### config.mk
export PLATFORM = sky130hd
export DESIGN_NAME = beam_permit_latch
export DESIGN_NICKNAME = d
export VERILOG_FILES = /design/src/verilog/permit_pkg.sv /design/src/verilog/beam_permit_latch.sv /design/src/verilog/reset_sync.sv
export SDC_FILE = /design/constraint.sdc
export NUM_CORES = 1
export LEC_CHECK = 0
export BUFFER_PORTS_ARGS = -buffer_cell sky130_fd_sc_hd__clkbuf_2
export CAP_MARGIN = 20
export CORE_ASPECT_RATIO = 0.9
export CORE_MARGIN = 3
export CORE_UTILIZATION = 59
export CTS_CLUSTER_SIZE = 14
export DETAILED_ROUTE_END_ITERATION = 16
export PLACE_DENSITY = 0.91
export SYNTH_ARGS = -nofsm -noshare
export SYNTH_HDL_FRONTEND = slang
export SYNTH_SLANG_ARGS = --single-unit
### constraint.sdc
create_clock -name REF_CLK_I -period 5.5 [get_ports REF_CLK_I]
set_input_delay 1.1 -clock REF_CLK_I [delete_from_list [all_inputs] [get_ports REF_CLK_I]]
set_output_delay 1.1 -clock REF_CLK_I [all_outputs]
set_load 0.01 [all_outputs]
### src/verilog/permit_pkg.sv
// Package of constants, register map and types for the beam permit latch
// Overview of operation
// Two protection modes run together: pre-extraction check and post-delivery check.
// Readiness inputs are evaluated in a short window ending before each delivery.
// Readiness covers magnet flat-top, orbit near kicker, kicker charge, accelerating voltage.
// Any bad readiness input withholds kicker fire and routes beam to abort path.
// After each delivered pulse, loss, position and target results are evaluated.
// An errant delivered pulse blocks every later extraction until cleared.
// Any trip latches the inhibit until an explicit operator reset; never self-clears.
// Repeated loss trips are counted and raise the reset authority needed.
// Permit is high only with no trip latched and all readiness inputs good.
// Loss count vs thresholds selects authority; clears only at highest level reached.
package permit_pkg;
  // ----------------------------------------------------------------
  // Register offsets
  // ----------------------------------------------------------------
  localparam logic [7:0] CTRL_OFS = 8'h00;
  localparam logic [7:0] STATUS_OFS = 8'h04;
  localparam logic [7:0] IRQ_STAT_OFS = 8'h08;
  localparam logic [7:0] IRQ_MASK_OFS = 8'h0C;
  localparam logic [7:0] THRESH_OFS = 8'h10;
  localparam logic [7:0] RESET_OFS = 8'h14;
  localparam logic [7:0] WIN_OFS = 8'h18;
  // ----------------------------------------------------------------
  // Field positions and reset values
  // ----------------------------------------------------------------
  localparam int CTRL_PRE_EN_BIT = 0;
  localparam int CTRL_POST_EN_BIT = 1;
  localparam logic [1:0] CTRL_RST = 2'h3;
  localparam int THR_EXPERT_LSB = 0;
  localparam int THR_SAFETY_LSB = 8;
  localparam logic [7:0] THR_EXPERT_RST = 8'h03;
  localparam logic [7:0] THR_SAFETY_RST = 8'h06;
  localparam logic [31:0] RESET_KEY = 32'h0000A5A5;
  localparam int RESET_LEVEL_LSB = 16;
  localparam int IRQ_PRE_BIT = 0;
  localparam int IRQ_POST_BIT = 1;
  localparam int IRQ_LEVEL_BIT = 2;
  localparam int IRQ_CLEAR_BIT = 3;
  // ----------------------------------------------------------------
  // Timing: readiness window before delivery
  // ----------------------------------------------------------------
  localparam int CLK_HZ = 40000000;
  localparam int WIN_US = 2000;
  localparam int WIN_CYC = (WIN_US * (CLK_HZ / 1000000));
  localparam logic [19:0] WIN_RST = 20'(WIN_CYC);
  // ----------------------------------------------------------------
  // Types
  // ----------------------------------------------------------------
  typedef enum logic [1:0] {AUTH_OPERATOR, AUTH_EXPERT, AUTH_SAFETY} auth_e;
  typedef enum logic [1:0] {ST_IDLE, ST_CHECK, ST_WAIT_RESULT} cycle_e;
  typedef struct packed {
    logic magnet_flat_top;
    logic orbit_ok;
    logic kicker_charge_ok;
    logic accel_voltage_ok;
  } ready_s;
  typedef struct packed {
    logic total_loss_ok;
    logic local_loss_ok;
    logic target_position_ok;
    logic target_sensor_ok;
  } result_s;
endpackage

### src/verilog/beam_permit_latch.sv
// Beam permit latch with pre-extraction and post-delivery protection
//
// The implementer's own choices: the address map and the APB interface to the registers.
`timescale 1ns/1ps
`default_nettype none
module beam_permit_latch (
  input wire logic REF_CLK_I,
  input wire logic ARST_N_I,
  input wire logic PSEL_I,
  input wire logic PENABLE_I,
  input wire logic PWRITE_I,
  input wire logic [7:0] PADDR_I,
  input wire logic [31:0] PWDATA_I,
  output logic [31:0] PRDATA_O,
  output logic PREADY_O,
  output logic PSLVERR_O,
  input wire logic DELIVERY_SOON_I,
  input wire logic EXTRACT_I,
  input wire permit_pkg::ready_s READY_I,
  input wire logic RESULT_VALID_I,
  input wire permit_pkg::result_s RESULT_I,
  output logic KICKER_FIRE_EN_O,
  output logic BEAM_ABORT_PATH_O,
  output logic INHIBIT_O,
  output logic IRQ_O
);
  // ----------------------------------------------------------------
  // Reset release
  // ----------------------------------------------------------------
  logic rst_n;
  reset_sync u_reset_sync (
    .clk_i(REF_CLK_I),
    .arst_n_i(ARST_N_I),
    .rst_n_o(rst_n)
  );

  // ----------------------------------------------------------------
  // Helpers
  // ----------------------------------------------------------------
  function automatic logic ready_good(input permit_pkg::ready_s r);
    ready_good = r.magnet_flat_top & r.orbit_ok & r.kicker_charge_ok & r.accel_voltage_ok;
  endfunction

  function automatic logic loss_bad(input permit_pkg::result_s r);
    loss_bad = !(r.total_loss_ok & r.local_loss_ok);
  endfunction

  // ----------------------------------------------------------------
  // Registers and bus decode
  // ----------------------------------------------------------------
  logic [1:0] ctrl_reg;
  logic [7:0] thr_expert_reg;
  logic [7:0] thr_safety_reg;
  logic [19:0] win_len_reg;
  logic [3:0] irq_stat_reg;
  logic [3:0] irq_mask_reg;
  logic pre_trip_reg;
  logic post_trip_reg;
  logic [7:0] loss_count_reg;
  permit_pkg::auth_e auth_reg;
  permit_pkg::auth_e auth_next;
  permit_pkg::cycle_e state_reg;
  logic [19:0] win_cnt_reg;
  logic checked_ok_reg;
  logic wr_en;
  logic rd_en;
  logic reset_req;
  logic reset_ok;
  logic [1:0] reset_level;
  logic pre_fail;
  logic post_fail;
  logic post_loss;
  logic [3:0] irq_set;
  logic [7:0] loss_count_next;

  assign wr_en = PSEL_I & PENABLE_I & PWRITE_I;
  assign rd_en = PSEL_I & PENABLE_I & !PWRITE_I;
  assign reset_req = wr_en && PADDR_I == permit_pkg::RESET_OFS
    && PWDATA_I[15:0] == permit_pkg::RESET_KEY[15:0];
  assign reset_level = PWDATA_I[permit_pkg::RESET_LEVEL_LSB +: 2];
  assign reset_ok = reset_req && reset_level >= auth_reg;

  // ----------------------------------------------------------------
  // Configuration registers
  // ----------------------------------------------------------------
  always_ff @(posedge REF_CLK_I or negedge rst_n) begin
    if (!rst_n) begin
      ctrl_reg <= permit_pkg::CTRL_RST;
      thr_expert_reg <= permit_pkg::THR_EXPERT_RST;
      thr_safety_reg <= permit_pkg::THR_SAFETY_RST;
      win_len_reg <= permit_pkg::WIN_RST;
      irq_mask_reg <= 4'h0;
    end else if (wr_en) begin
      case (PADDR_I)
        permit_pkg::CTRL_OFS: ctrl_reg <= PWDATA_I[1:0];
        permit_pkg::THRESH_OFS: begin
          thr_expert_reg <= PWDATA_I[permit_pkg::THR_EXPERT_LSB +: 8];
          thr_safety_reg <= PWDATA_I[permit_pkg::THR_SAFETY_LSB +: 8];
        end
        permit_pkg::IRQ_MASK_OFS: irq_mask_reg <= PWDATA_I[3:0];
        permit_pkg::WIN_OFS: win_len_reg <= PWDATA_I[19:0];
        default: ;
      endcase
    end
  end

  // ----------------------------------------------------------------
  // Pulse sequencing: readiness window and post-delivery wait
  // ----------------------------------------------------------------
  assign pre_fail = ctrl_reg[permit_pkg::CTRL_PRE_EN_BIT] && state_reg == permit_pkg::ST_CHECK
    && !ready_good(READY_I);
  assign post_loss = RESULT_VALID_I && state_reg == permit_pkg::ST_WAIT_RESULT
    && loss_bad(RESULT_I);
  assign post_fail = ctrl_reg[permit_pkg::CTRL_POST_EN_BIT] && RESULT_VALID_I
    && state_reg == permit_pkg::ST_WAIT_RESULT
    && (loss_bad(RESULT_I) || !RESULT_I.target_position_ok
    || !RESULT_I.target_sensor_ok);

  always_ff @(posedge REF_CLK_I or negedge rst_n) begin
    if (!rst_n) begin
      state_reg <= permit_pkg::ST_IDLE;
      win_cnt_reg <= 20'h00000;
      checked_ok_reg <= 1'b0;
    end else begin
      case (state_reg)
        permit_pkg::ST_IDLE: begin
          checked_ok_reg <= 1'b1;
          win_cnt_reg <= 20'h00000;
          if (DELIVERY_SOON_I) begin
            state_reg <= permit_pkg::ST_CHECK;
          end
        end
        permit_pkg::ST_CHECK: begin
          if (pre_fail) begin
            checked_ok_reg <= 1'b0;
          end
          if (win_cnt_reg != win_len_reg) begin
            win_cnt_reg <= win_cnt_reg + 20'h00001;
          end
          if (EXTRACT_I) begin
            state_reg <= permit_pkg::ST_WAIT_RESULT;
          end
        end
        permit_pkg::ST_WAIT_RESULT: begin
          if (RESULT_VALID_I) begin
            state_reg <= permit_pkg::ST_IDLE;
          end
        end
        default: state_reg <= permit_pkg::ST_IDLE;
      endcase
    end
  end

  // ----------------------------------------------------------------
  // Trip latches, loss counter and authority level
  // ----------------------------------------------------------------
  always_ff @(posedge REF_CLK_I or negedge rst_n) begin
    if (!rst_n) begin
      pre_trip_reg <= 1'b0;
      post_trip_reg <= 1'b0;
    end else begin
      if (pre_fail) begin
        pre_trip_reg <= 1'b1;
      end else if (reset_ok) begin
        pre_trip_reg <= 1'b0;
      end
      if (post_fail) begin
        post_trip_reg <= 1'b1;
      end else if (reset_ok) begin
        post_trip_reg <= 1'b0;
      end
    end
  end

  // Authority is judged on the count that includes the trip being taken now
  assign loss_count_next = (loss_count_reg != 8'hFF) ? loss_count_reg + 8'h01 : loss_count_reg;

  always_comb begin
    auth_next = permit_pkg::AUTH_OPERATOR;
    if (loss_count_next >= thr_safety_reg) begin
      auth_next = permit_pkg::AUTH_SAFETY;
    end else if (loss_count_next >= thr_expert_reg) begin
      auth_next = permit_pkg::AUTH_EXPERT;
    end
  end

  always_ff @(posedge REF_CLK_I or negedge rst_n) begin
    if (!rst_n) begin
      loss_count_reg <= 8'h00;
      auth_reg <= permit_pkg::AUTH_OPERATOR;
    end else begin
      if (post_fail && post_loss) begin
        if (loss_count_reg != 8'hFF) begin
          loss_count_reg <= loss_count_reg + 8'h01;
        end
      end else if (reset_ok && auth_reg != permit_pkg::AUTH_OPERATOR) begin
        loss_count_reg <= 8'h00;
      end
      if (post_fail && post_loss) begin
        auth_reg <= (auth_next > auth_reg) ? auth_next : auth_reg;
      end else if (reset_ok) begin
        auth_reg <= permit_pkg::AUTH_OPERATOR;
      end
    end
  end

  // ----------------------------------------------------------------
  // Kicker and abort outputs
  // ----------------------------------------------------------------
  always_ff @(posedge REF_CLK_I or negedge rst_n) begin
    if (!rst_n) begin
      KICKER_FIRE_EN_O <= 1'b0;
      BEAM_ABORT_PATH_O <= 1'b1;
      INHIBIT_O <= 1'b1;
    end else begin
      INHIBIT_O <= pre_trip_reg | post_trip_reg | pre_fail | post_fail;
      if (state_reg == permit_pkg::ST_CHECK && !pre_fail && checked_ok_reg
          && !pre_trip_reg && !post_trip_reg && ready_good(READY_I)) begin
        KICKER_FIRE_EN_O <= 1'b1;
        BEAM_ABORT_PATH_O <= 1'b0;
      end else begin
        KICKER_FIRE_EN_O <= 1'b0;
        BEAM_ABORT_PATH_O <= 1'b1;
      end
    end
  end

  // ----------------------------------------------------------------
  // Interrupt status, set wins over clear
  // ----------------------------------------------------------------
  assign irq_set = {reset_ok, post_fail && post_loss && auth_next > auth_reg, post_fail,
    pre_fail};

  always_ff @(posedge REF_CLK_I or negedge rst_n) begin
    if (!rst_n) begin
      irq_stat_reg <= 4'h0;
      IRQ_O <= 1'b0;
    end else begin
      if (wr_en && PADDR_I == permit_pkg::IRQ_STAT_OFS) begin
        irq_stat_reg <= (irq_stat_reg & ~PWDATA_I[3:0]) | irq_set;
      end else begin
        irq_stat_reg <= irq_stat_reg | irq_set;
      end
      IRQ_O <= |(irq_stat_reg & irq_mask_reg);
    end
  end

  // ----------------------------------------------------------------
  // APB read data and answer
  // ----------------------------------------------------------------
  always_ff @(posedge REF_CLK_I or negedge rst_n) begin
    if (!rst_n) begin
      PRDATA_O <= 32'h00000000;
      PREADY_O <= 1'b0;
      PSLVERR_O <= 1'b0;
    end else begin
      PREADY_O <= PSEL_I & !PENABLE_I;
      PSLVERR_O <= 1'b0;
      PRDATA_O <= 32'h00000000;
      if (PSEL_I && !PENABLE_I && !PWRITE_I) begin
        case (PADDR_I)
          permit_pkg::CTRL_OFS: PRDATA_O <= {30'h00000000, ctrl_reg};
          permit_pkg::STATUS_OFS: PRDATA_O <= {8'h00, loss_count_reg, 8'h00, auth_reg,
            state_reg, checked_ok_reg, INHIBIT_O, post_trip_reg, pre_trip_reg};
          permit_pkg::IRQ_STAT_OFS: PRDATA_O <= {28'h0000000, irq_stat_reg};
          permit_pkg::IRQ_MASK_OFS: PRDATA_O <= {28'h0000000, irq_mask_reg};
          permit_pkg::THRESH_OFS: PRDATA_O <= {16'h0000, thr_safety_reg, thr_expert_reg};
          permit_pkg::RESET_OFS: PRDATA_O <= 32'h00000000;
          permit_pkg::WIN_OFS: PRDATA_O <= {12'h000, win_len_reg};
          default: PSLVERR_O <= 1'b1;
        endcase
      end else if (PSEL_I && !PENABLE_I) begin
        case (PADDR_I)
          permit_pkg::CTRL_OFS, permit_pkg::STATUS_OFS, permit_pkg::IRQ_STAT_OFS,
          permit_pkg::IRQ_MASK_OFS, permit_pkg::THRESH_OFS, permit_pkg::RESET_OFS,
          permit_pkg::WIN_OFS: PSLVERR_O <= 1'b0;
          default: PSLVERR_O <= 1'b1;
        endcase
      end
    end
  end

  logic unused_rd;
  assign unused_rd = rd_en;
endmodule
`default_nettype wire

### src/verilog/reset_sync.sv
// Two-stage release of the asynchronous reset
`timescale 1ns/1ps
`default_nettype none
module reset_sync (
  input wire logic clk_i,
  input wire logic arst_n_i,
  output logic rst_n_o
);
  logic meta_reg;
  always_ff @(posedge clk_i or negedge arst_n_i) begin
    if (!arst_n_i) begin
      meta_reg <= 1'b0;
      rst_n_o <= 1'b0;
    end else begin
      meta_reg <= 1'b1;
      rst_n_o <= meta_reg;
    end
  end
endmodule
`default_nettype wire

Word-level counts from Yosys, hierarchy flattened --
Index checks and enable logic that the tools add are counted.
Operators by class: shifts and indexed selects 0, reductions and logical operators 49, muxes and demuxes 25, equal/unequal tests 15, bitwise gates (word level) 15, div/mod/pow operators 0, multiply operators 0, magnitude comparators 4, $add $sub $neg 1
Operators by type and width (count):
- $pmux 24 s6 | 1
- $eq 8x5->1 const B | 3
- $mux 24 | 1
- $mux 8 | 3
- $logic_and 1x1->1 | 21
- $eq 16x16->1 const B | 1
- $eq 8x4->1 const B | 2
- $ge 8x8->1 | 2
- $mux 2 | 7
- $reduce_and 2->1 | 6
- $reduce_bool 2->1 | 6
- $mux 1 | 10
- $logic_not 1->1 | 9
- $add 8x1->8 const B | 1
- $and 4x4->4 | 2
- $eq 8x3->1 const B | 1
- $logic_not 8->1 | 1
- $ne 2x2->1 const B | 4
- $ne 8x8->1 const B | 1
- $or 4x4->4 | 2
- $and 1x1->1 | 7
- $reduce_or 7->1 | 1
- $pmux 2 s3 | 1
- $mux 4 | 1
- 12 further kinds | 15
Storage, ports and cells: output and inout port bits 38, memories kept 0, logic and storage cells 130, register bits after elaboration 101, latch bits 0, bits in read-only memories 0, memory bits (writable) 0

Depth between registers and ports, before layout --
Gate-level depths: netlist of run 1.
depth after elaboration 12, depth in mapped cells 16

By module --
From an unflattened synthesis of run 1, not the netlist that was laid out.
Second synthesis, totals: cell total of the unflattened synthesis 412, area total of the unflattened synthesis 4611.9 um^2
Modules (own cells, without submodules):
- beam_permit_latch | cells an instance 409, instances 1, seq. area each 2293.4 um^2, area each 4558.1 um^2
- reset_sync | cells an instance 3, instances 1, seq. area each 50.0 um^2, area each 53.8 um^2

Worst setup path after synthesis of run 1 --
OpenSTA, ideal clock, no wires.
path type register to register, start reg loss_count_reg[0], end reg auth_reg[1], buffers on the path 0, arrival 3073 ps, setup time 135 ps, slack 2292 ps, cell stages (with the launch flop) 14, cell sequence dfrtp_1 ha_1 and3_1 nand2_1 mux2_2 ha_1 a211oi_1 o21ai_0 a211oi_1 o21ai_0 ha_1 a211o_1 nand2_1 o22ai_1
Between the ends: cells in the longest elaborated chain, start to end 8, elaborated cells between the ends (all ways) 12, classes of those cells add/sub: 1; order compare: 3; eq/ne: 2; mux: 5; reduce/logical: 1
RTL lines:
- from (decl) | line beam_permit_latch.sv:59 | logic [7:0] loss_count_reg;
- from (signal assigned) | line beam_permit_latch.sv:194 | loss_count_reg <= loss_count_reg + 8'h01;
- $add 8x1->8 or $ne 8x8->1 (tied branches) | line beam_permit_latch.sv:176 | assign loss_count_next = (loss_count_reg != 8'hFF) ? loss_count_reg + 8'h01 : loss_count_reg;
- $mux 8 (*)
- $ge 8x8->1 | line beam_permit_latch.sv:182 | end else if (loss_count_next >= thr_expert_reg) begin
- $mux 1 | line beam_permit_latch.sv:182
- $mux 2 (*) | line beam_permit_latch.sv:180 | if (loss_count_next >= thr_safety_reg) begin
- $gt 2x2->1 | line beam_permit_latch.sv:200 | auth_reg <= (auth_next > auth_reg) ? auth_next : auth_reg;
- $ne 2x1->1 (no source line)
- $reduce_and 2->1 (no source line)
- to (signal assigned) | line beam_permit_latch.sv:190 | auth_reg <= permit_pkg::AUTH_OPERATOR;
- to (signal assigned) | line beam_permit_latch.sv:200
- to (signal assigned) | line beam_permit_latch.sv:202 | auth_reg <= permit_pkg::AUTH_OPERATOR;
- to (decl) | line beam_permit_latch.sv:60 | permit_pkg::auth_e auth_reg;
Mark *: on every way between the ends. The rest lies on a longest branch, timed or not. The select of a mux whose other input is x is not followed. A chain may end at the register's enable or synchronous reset.

Worst setup path in the final report of run 1 --
Same ends and word-level chain as after synthesis.

==> results of run 1 <==
-- layout by cell type, fill, tap and decap left out, types with 3 or more instances in the layout --
master,instances
nor3_1,6
bufinv_16,3
mux2i_1,5
and3_1,8
nor2_1,35
mux2_2,44
and2_1,5
dfstp_2,13
a21o_1,6
nor4_1,3
conb_1,9
inv_1,25
a21oi_1,14
clkbuf_2,73
o22ai_1,3
clkbuf_8,11
or4_1,3
a32o_1,4
ha_1,21
a211oi_1,5
nand3_1,8
o21ai_0,9
a22oi_1,20
nor2b_1,5
nand2b_1,4
dfrtp_1,79
nand2_1,26
-- report_power, final --
part,leakage [nW],internal [W],switching [W]
Clock,0.126,0.000327,0.000247
Sequential,1.23,0.000702,0.0000219
Combinational,1.26,0.0000423,0.0000542
-- final timing paths --
check                                                start                              to  slack (ps)
min                         u_reset_sync.rst_n_o$_DFF_PN0_        state_reg[0]$_DFFE_PN0P_         320
min reg2reg                 u_reset_sync.rst_n_o$_DFF_PN0_        state_reg[0]$_DFFE_PN0P_         320
max in group asynchronous   u_reset_sync.rst_n_o$_DFF_PN0_     win_len_reg[12]$_DFFE_PN1P_        4500
min in group REF_CLK_I     u_reset_sync.meta_reg$_DFF_PN0_  u_reset_sync.rst_n_o$_DFF_PN0_         360
max                          loss_count_reg[0]$_DFFE_PN0P_         auth_reg[1]$_DFFE_PN0P_        1430
max reg2reg                  loss_count_reg[0]$_DFFE_PN0P_         auth_reg[1]$_DFFE_PN0P_        1430
-- through the flow --
stage          hold slack, ps  total power (W)
2_1_floorplan           331.2        0.0007888
3_3_place_gp            338.1        0.0008233
3_5_place_dp            341.8        0.0008291
4_1_cts                 357.0         0.001392
5_1_grt                 363.5         0.001438
6_report                317.9         0.001395
-- logic make-up after synthesis --
| logic type | after synthesis | share of synthesized area [%] |
|---|---|---|
| xor gates and xnor gates | 1 | 0.1897 |
| and+or+nand+nor | 121 | 13.69 |
| muxes | 51 | 12.79 |
| buffers and inverters | 50 | 5.068 |
| DFF | 93 | 50.76 |
| other | 2 | 0.1627 |
| adders and majority gates | 21 | 5.691 |
| AOI/OAI and AO/OA | 77 | 11.65 |
-- cell type report --
cell class / instances / area share (%)
clock buffer: 11 / 2.847
clock inverter: 5 / 2.000
inverter: 25 / 1.765
multi-input combinational: 280 / 38.96
sequential: 93 / 44.14
tap: 93 / 2.188
timing repair buffer: 78 / 8.094
-- worst register-to-register path, delay by kind of cell, from the launching register on --
family | cells | cell delay [ps]
compound gates | 6 | 1600
fa+ha+maj | 3 | 840
simple gates | 3 | 630
flops | 1 | 460
mux | 1 | 410
-- per-layer routing --
metal / GRT usage (%) / vias up / wire length (um)
li1: - / 1621 / -
met1: 33.80 / 1815 / 4696
met2: 41.72 / 195 / 5416
met3: 6.269 / 46 / 869
met4: 12.29 / 0 / 390
met5: 0 / - / 0
==> results by group, run 1 <==
STA
  – Sum Neg Setup Slack: 0 ps
  – # setup viols final: 0
  – Slew @ Worst Pin: approximately 770 ps
  – Slew HR: between 40 and 50%
  – Setup WS post-layout: roughly 1400 ps
  – Period utilization: about 74%
  – RSZ-0062 raised after global routing: false
  – Clock skew: ~5.5 ps
  – Minimum clock period after layout: around 4100 ps
  – Fin. Hold Viols: 0
  – FMAX: between 200 and 250 MHz
  – Max Slew Vio Count: 0

Clock tree
  – Sink Count: 93
  – Worst skew pair latency: ~370 ps
  – Num CTS Buffers: 9
  – Resized Gates After CTS: 0
  – CTS Buffer Depth: 2
  – Root Driver: clkbuf_8
  – TritonCTS clock tree: yes
  – Postcts setup bufs: 0
  – Number of H-tree levels: 3
  – Post-CTS Hold Buffers: 0
  – Clk slew on worst S/H paths: 90 ps

Synthesis
  – Netlist Area Pre-Place: about 4600 sq um
  – Yosys top cell by area: dfrtp_1
  – Post-synth ARST share: between 90% and 100%
  – EDFF count, synth: 0
  – Top FF cell, synth: dfrtp_1
  – Most common cell in the netlist: dfrtp_1
  – Cell variety after synth: 53
  – Yosys top cell area share: a little over two fifths
  – Area contributors post-synth: dfrtp_1 (43%), mux2_2 (11%), dfstp_2 (7.4%)
  – Mapped Cells: 416
  – Total of warnings raised by yosys: 0
  – Yosys reg bits: between 90 and 100
  – Commonest cells in the netlist: dfrtp_1 (80), mux2_2 (44), nor2_1 (35)
  – Sequential area share after synthesis: between 50% and 60%
  – Syn avg cell area: ~11 sq um

Setup path
  – Buf/Inv on CP: 0
  – Cell mode on critical path: ha_1
  – Reg2reg path depth: 13
  – CP Depth: 13
  – CP delay by family, top: compound AO/OA/AOI/OAI gates
  – Slowest library cell on the worst path: a211oi_1
  – Crit-path cells: ha_1 > and3_1 > nand2_1 > mux2_2 > ha_1 > a211oi_1 > o21ai_0 > a211oi_1 > o21ai_0 > ha_1 > a211o_1 > nand2_1 > o22ai_1
  – Worst Path Max Fanout: 6
  – Worst path arrival time: 4300 ps
  – CP Capture Type: register
  – Max stage delay on crit path: about 500 ps
  – Crit path required time: roughly 5700 ps
  – Crit path kind: register to register
  – Setup crit start kind: register

Cells and area
  – Max FFs per register: 24
  – Fin util: 72.55%
  – Multi-input logic area: ~2100 sq um
  – Cell area after layout: roughly 5300 sq um
  – Register Area: approximately 2300 sq um
  – Final-stage net count: 564
  – Synth-to-layout area growth: 15.18%
  – Finished Layout Cells: ~590
  – Layout cells sized above 1: between 30% and 40%
  – Filler Cell Count: between 400 and 500
  – Diode count: 0

GRT
  – First-pass GRT wire length: about 18,000 um
  – Largest net degree at the start of global routing: 92
  – GRT Util Overall: 26.21%
  – Overflow after GRT: 0
  – Initial antenna violation count: 0
  – Number of global-route vias before repair: approximately 3.8k

Die
  – Initial Util: 62.99%
  – # rows: 29
  – Die Y: between 80 and 90 um
  – Core ar.: 7330 sq um
  – IO Pins: 94
  – Die area: 8924 sq um
  – Die Wd: approximately 100 um

Place
  – Area after DPL: about 5000 sq um
  – Cells after DPL: approximately 570
  – Number of I/O port buffers: 73
  – Gpl congestion: roughly 0.9
  – Hpwl dp: 7885 um
  – Setup WS pre-CTS: approximately 1600 ps

Pwr
  – Pwr dens: about 260 nW/um^2
  – Leak: roughly 2.6 nW
  – Peak VDD IR: ~330 uV

Route
  – DR DRC count: 0
  – Vias per cell: 6.285
  – Drt wl/cell: slightly below 20 um
  – Routed WL: around 11,000 um
  – Post-route ant nets: 0
  – 1st-pass router iterations: 5
  – DR vias: between 3k and 4k
  – Starting DRT DRC Count: 334

Outcome
  – Status: complete, no violations

Min path
  – Worst Hold Class: register to async pin

Run
  – Max-Cap Viols: 0
No activity file was read; power rests on OpenSTA's default activity.
==> run 2: changes to the inputs <==
Settings changed: ABC_AREA set to 1, CORE_UTILIZATION 59 to 50, PLACE_DENSITY 0.91 to 0.82.
Clock period 5.5 ns to 3.5 ns, I/O delays scaled along.
==> run 2 against run 1 <==
  * Sequential share of layout area down 2.2 points
  * Critical path depth up 7
  * Global-route usage fell by 4.4 points
  * Design area is 5.4% higher
  * Via count is 12% higher
  * Flip-flop and latch count unchanged
  * First-iteration DRC count is 3.0% higher
  * Non-clock buffer count rose by 2
  * Wire length increased by 2.0%
  * Cell count is 37% higher
  * Critical path type unchanged
  * Largest power group unchanged
  * Highest routed layer unchanged
==> results by group, run 2 <==
Setup path
  – CP Capture Type: register
  – Crit path required time: around 3800 ps
  – Slowest library cell on the worst path: dfrtp_2
  – Worst Path Max Fanout: 10
  – Crit path kind: register to register
  – Worst path arrival time: roughly 3500 ps
  – Crit Reg-Reg Startpoint: loss_count_reg[1]$_DFFE_PN0P_
  – Setup crit start kind: register
  – R2R setup slack: 220 ps
  – Crit-path cells: ha_2 > nand3_2 > nor3_4 > nand2_4 > nand3_1 > and2_4 > ha_1 > a21oi_1 > nor2_1 > nor2_1 > nand3_1 > inv_1 > nand2_1 > ha_1 > nand2_1 > inv_1 > nor3_4 > inv_1 > nand3_1 > nand2_1
  – FF-to-FF End: auth_reg[1]$_DFFE_PN0P_
  – Reg2reg path depth: 20
  – Max stage delay on crit path: between 400 and 500 ps

Pwr
  – Pwr dens: between 300 and 400 nW/um^2
  – Total power: 0.002076 W
  – Leak: about 3 nW
  – Int Power: around 0.0015 W
  – Peak VDD IR: around 240 uV
  – Clock group share of total power: between 30% and 40%
  – NetSw: between 0.0005 and 0.0006 W
  – Sequential share of power: around 56%
  – Net Sw Frac: between 20% and 30%
  – Combinational power share: under 10%

Clock tree
  – CTS Buffer Depth: 2
  – Num CTS Buffers: 9
  – Worst skew pair latency: 370 ps
  – Number of H-tree levels: 3
  – TritonCTS clock tree: yes
  – Clk slew on worst S/H paths: 100 ps
  – Root Driver: clkbuf_8
  – Post-CTS Hold Buffers: 0
  – Sink Count: 93

Cells and area
  – Cell area after layout: 5603 sq um
  – Max FFs per register: 24
  – Diode count: 0
  – Synth-to-layout area growth: 14.97%
  – Final-stage net count: 750
  – Most frequent cells in the layout: nand2_1 (174), inv_1 (81), dfrtp_1 (77), clkbuf_2 (73)
  – Commonest non-fill, non-tap cell in the layout: nand2_1
  – Finished Layout Cells: 800
  – Layout cells sized above 1: 21.83%

Synthesis
  – Netlist Area Pre-Place: roughly 4900 sq um
  – Yosys reg bits: 93
  – Top FF cell, synth: dfrtp_1
  – Total of warnings raised by yosys: 0
  – Syn avg cell area: 8.204 sq um
  – Sequential area share after synthesis: roughly 48%
  – Most common cell in the netlist: nand2_1
  – Yosys top cell by area: dfrtp_1
  – Main combinational cell family by area after synthesis: simple AND/OR/NAND/NOR gates
  – EDFF count, synth: 0
  – Yosys top cell area share: around two fifths
  – Mux contribution to synthesized area: 0%
  – Commonest cells in the netlist: nand2_1 (174), inv_1 (81), dfrtp_1 (80)
  – Synth Area in Compound Gates: under 10%
  – Area contributors post-synth: dfrtp_1 (41%), nand2_1 (13%), dfstp_2 (7.0%)
  – Post-synth ARST share: between 90% and 100%
  – XOR/XNOR Fraction of Synth Area: 0.5392%
  – Mapped Cells: a little under 600
  – Simple-gate share of the synthesized area: between 20% and 30%
  – Area share of fa/ha/maj cells after synthesis: under 10%
  – Cell variety after synth: 38

Outcome
  – Status: complete, no violations

Die
  – Die Y: ~100 um
  – Core ar.: slightly above 9000 sq um
  – Die Wd: roughly 110 um
  – # rows: 33
  – Initial Util: about 52%
  – Die area: around 11,000 sq um
  – IO Pins: 94

GRT
  – GRT Util Overall: between 20% and 30%
  – Overflow after GRT: 0
  – Number of global-route vias before repair: about 3.9k
  – First-pass GRT wire length: roughly 19,000 um
  – Largest net degree at the start of global routing: slightly above 90
  – Initial antenna violation count: 0

Route
  – Routed WL: approximately 12,000 um
  – DR DRC count: 0
  – Vias per cell: a little over 5
  – 1st-pass router iterations: 5
  – Starting DRT DRC Count: 344
  – Drt wl/cell: 14.49 um
  – DR vias: ~4.1k
  – Post-route ant nets: 0

STA
  – Fin. Hold Viols: 0
  – Clock skew: between 10 and 15 ps
  – Minimum clock period after layout: roughly 3300 ps
  – Period utilization: between 90 and 100%
  – Slew HR: between 50% and 60%
  – Max Slew Vio Count: 0
  – FMAX: 304.6 MHz
  – # setup viols final: 0
  – Setup WS post-layout: roughly 220 ps
  – Slew @ Worst Pin: 638.5 ps

Min path
  – Worst Hold Class: input port to async pin

Place
  – Area after DPL: between 5000 and 6000 sq um
  – Cells after DPL: approximately 780
  – Setup WS pre-CTS: slightly below 60 ps
  – Gpl congestion: between 0.8 and 0.9
  – Number of I/O port buffers: 73
  – Hpwl dp: approximately 8400 um

Run
  – Max-Cap Viols: 0
## run 2: layer usage
metal | wire [um] | vias to the layer above | track usage [%]
met5 | 0 | - | 0
met4 | 233 | 0 | 6.616
met3 | 974 | 23 | 5.321
met2 | 5360 | 169 | 34.28
met1 | 5026 | 1930 | 29.98
li1 | - | 2007 | -
## run 2: final cells by class
cell class / count / area (sq um)
Inverter: 83 / 311.5
Multi-Input combinational cell: 406 / 2152
Sequential cell: 93 / 2350
Fill cell: 783 / 3687
Timing Repair Buffer: 80 / 437.9
Clock inverter: 6 / 71.32
Tap cell: 122 / 152.6
Clock buffer: 10 / 127.6
## run 2: stage by stage
stage / TNS [ps] / utilization, % / hold slack, ps
after floorplan: 0 / - / 331.2
after detailed placement: 0 / 57.17 / 337.8
after global routing: -78.41 / 60.31 / 72.08
after global placement: 0 / 57.17 / 338.3
final: 0 / 60.31 / 88.17
after CTS: 0 / 59.31 / 77.94
## run 2: worst max-delay path: cells and delay by family, from the launching register on
| kind | cells | cell delay, ps |
|---|---|---|
| buffers and inverters | 3 | 280 |
| adder cells (fa/ha/maj) | 3 | 730 |
| AO/OA/AOI/OAI | 1 | 150 |
| AND/OR/NAND/NOR | 13 | 1610 |
| flip-flops | 1 | 430 |
## run 2: logic make-up after synthesis
group,after synthesis
AO/OA/AOI/OAI,75
XOR/XNOR,3
adder cells (fa/ha/maj),21
buffers and inverters,102
flip-flops,93
other,2
AND/OR/NAND/NOR,298
## run 2: power groups by stage
stage                     registers (W)  clock network (W)  logic (W)
final                           0.00115           0.000735   0.000189
after global routing            0.00116           0.000790   0.000216
after CTS                       0.00116           0.000750   0.000166
after detailed placement        0.00118                  0   0.000165
after global placement          0.00118                  0   0.000158
after floorplan                 0.00117                  0   0.000109
## run 2: worst max-delay path by stage
stage / end / slack [ps] / cells after the start / startpoint
3_5_place_dp: auth_reg[1]$_DFFE_PN0P_ / 60 / 20 / loss_count_reg[1]$_DFFE_PN0P_
6_report: auth_reg[1]$_DFFE_PN0P_ / 220 / 20 / loss_count_reg[1]$_DFFE_PN0P_
2_1_floorplan: auth_reg[0]$_DFFE_PN0P_ / 570 / 20 / loss_count_reg[1]$_DFFE_PN0P_
4_1_cts: auth_reg[1]$_DFFE_PN0P_ / 20 / 20 / loss_count_reg[1]$_DFFE_PN0P_
3_3_place_gp: auth_reg[0]$_DFFE_PN0P_ / 260 / 20 / loss_count_reg[1]$_DFFE_PN0P_
5_1_grt: auth_reg[1]$_DFFE_PN0P_ / -50 / 20 / loss_count_reg[1]$_DFFE_PN0P_
## run 2: what timing repair did
item	in CTS	in global routing
gates resized for setup	0	9
endpoints found under the setup margin	0	3
buffers inserted	0	4
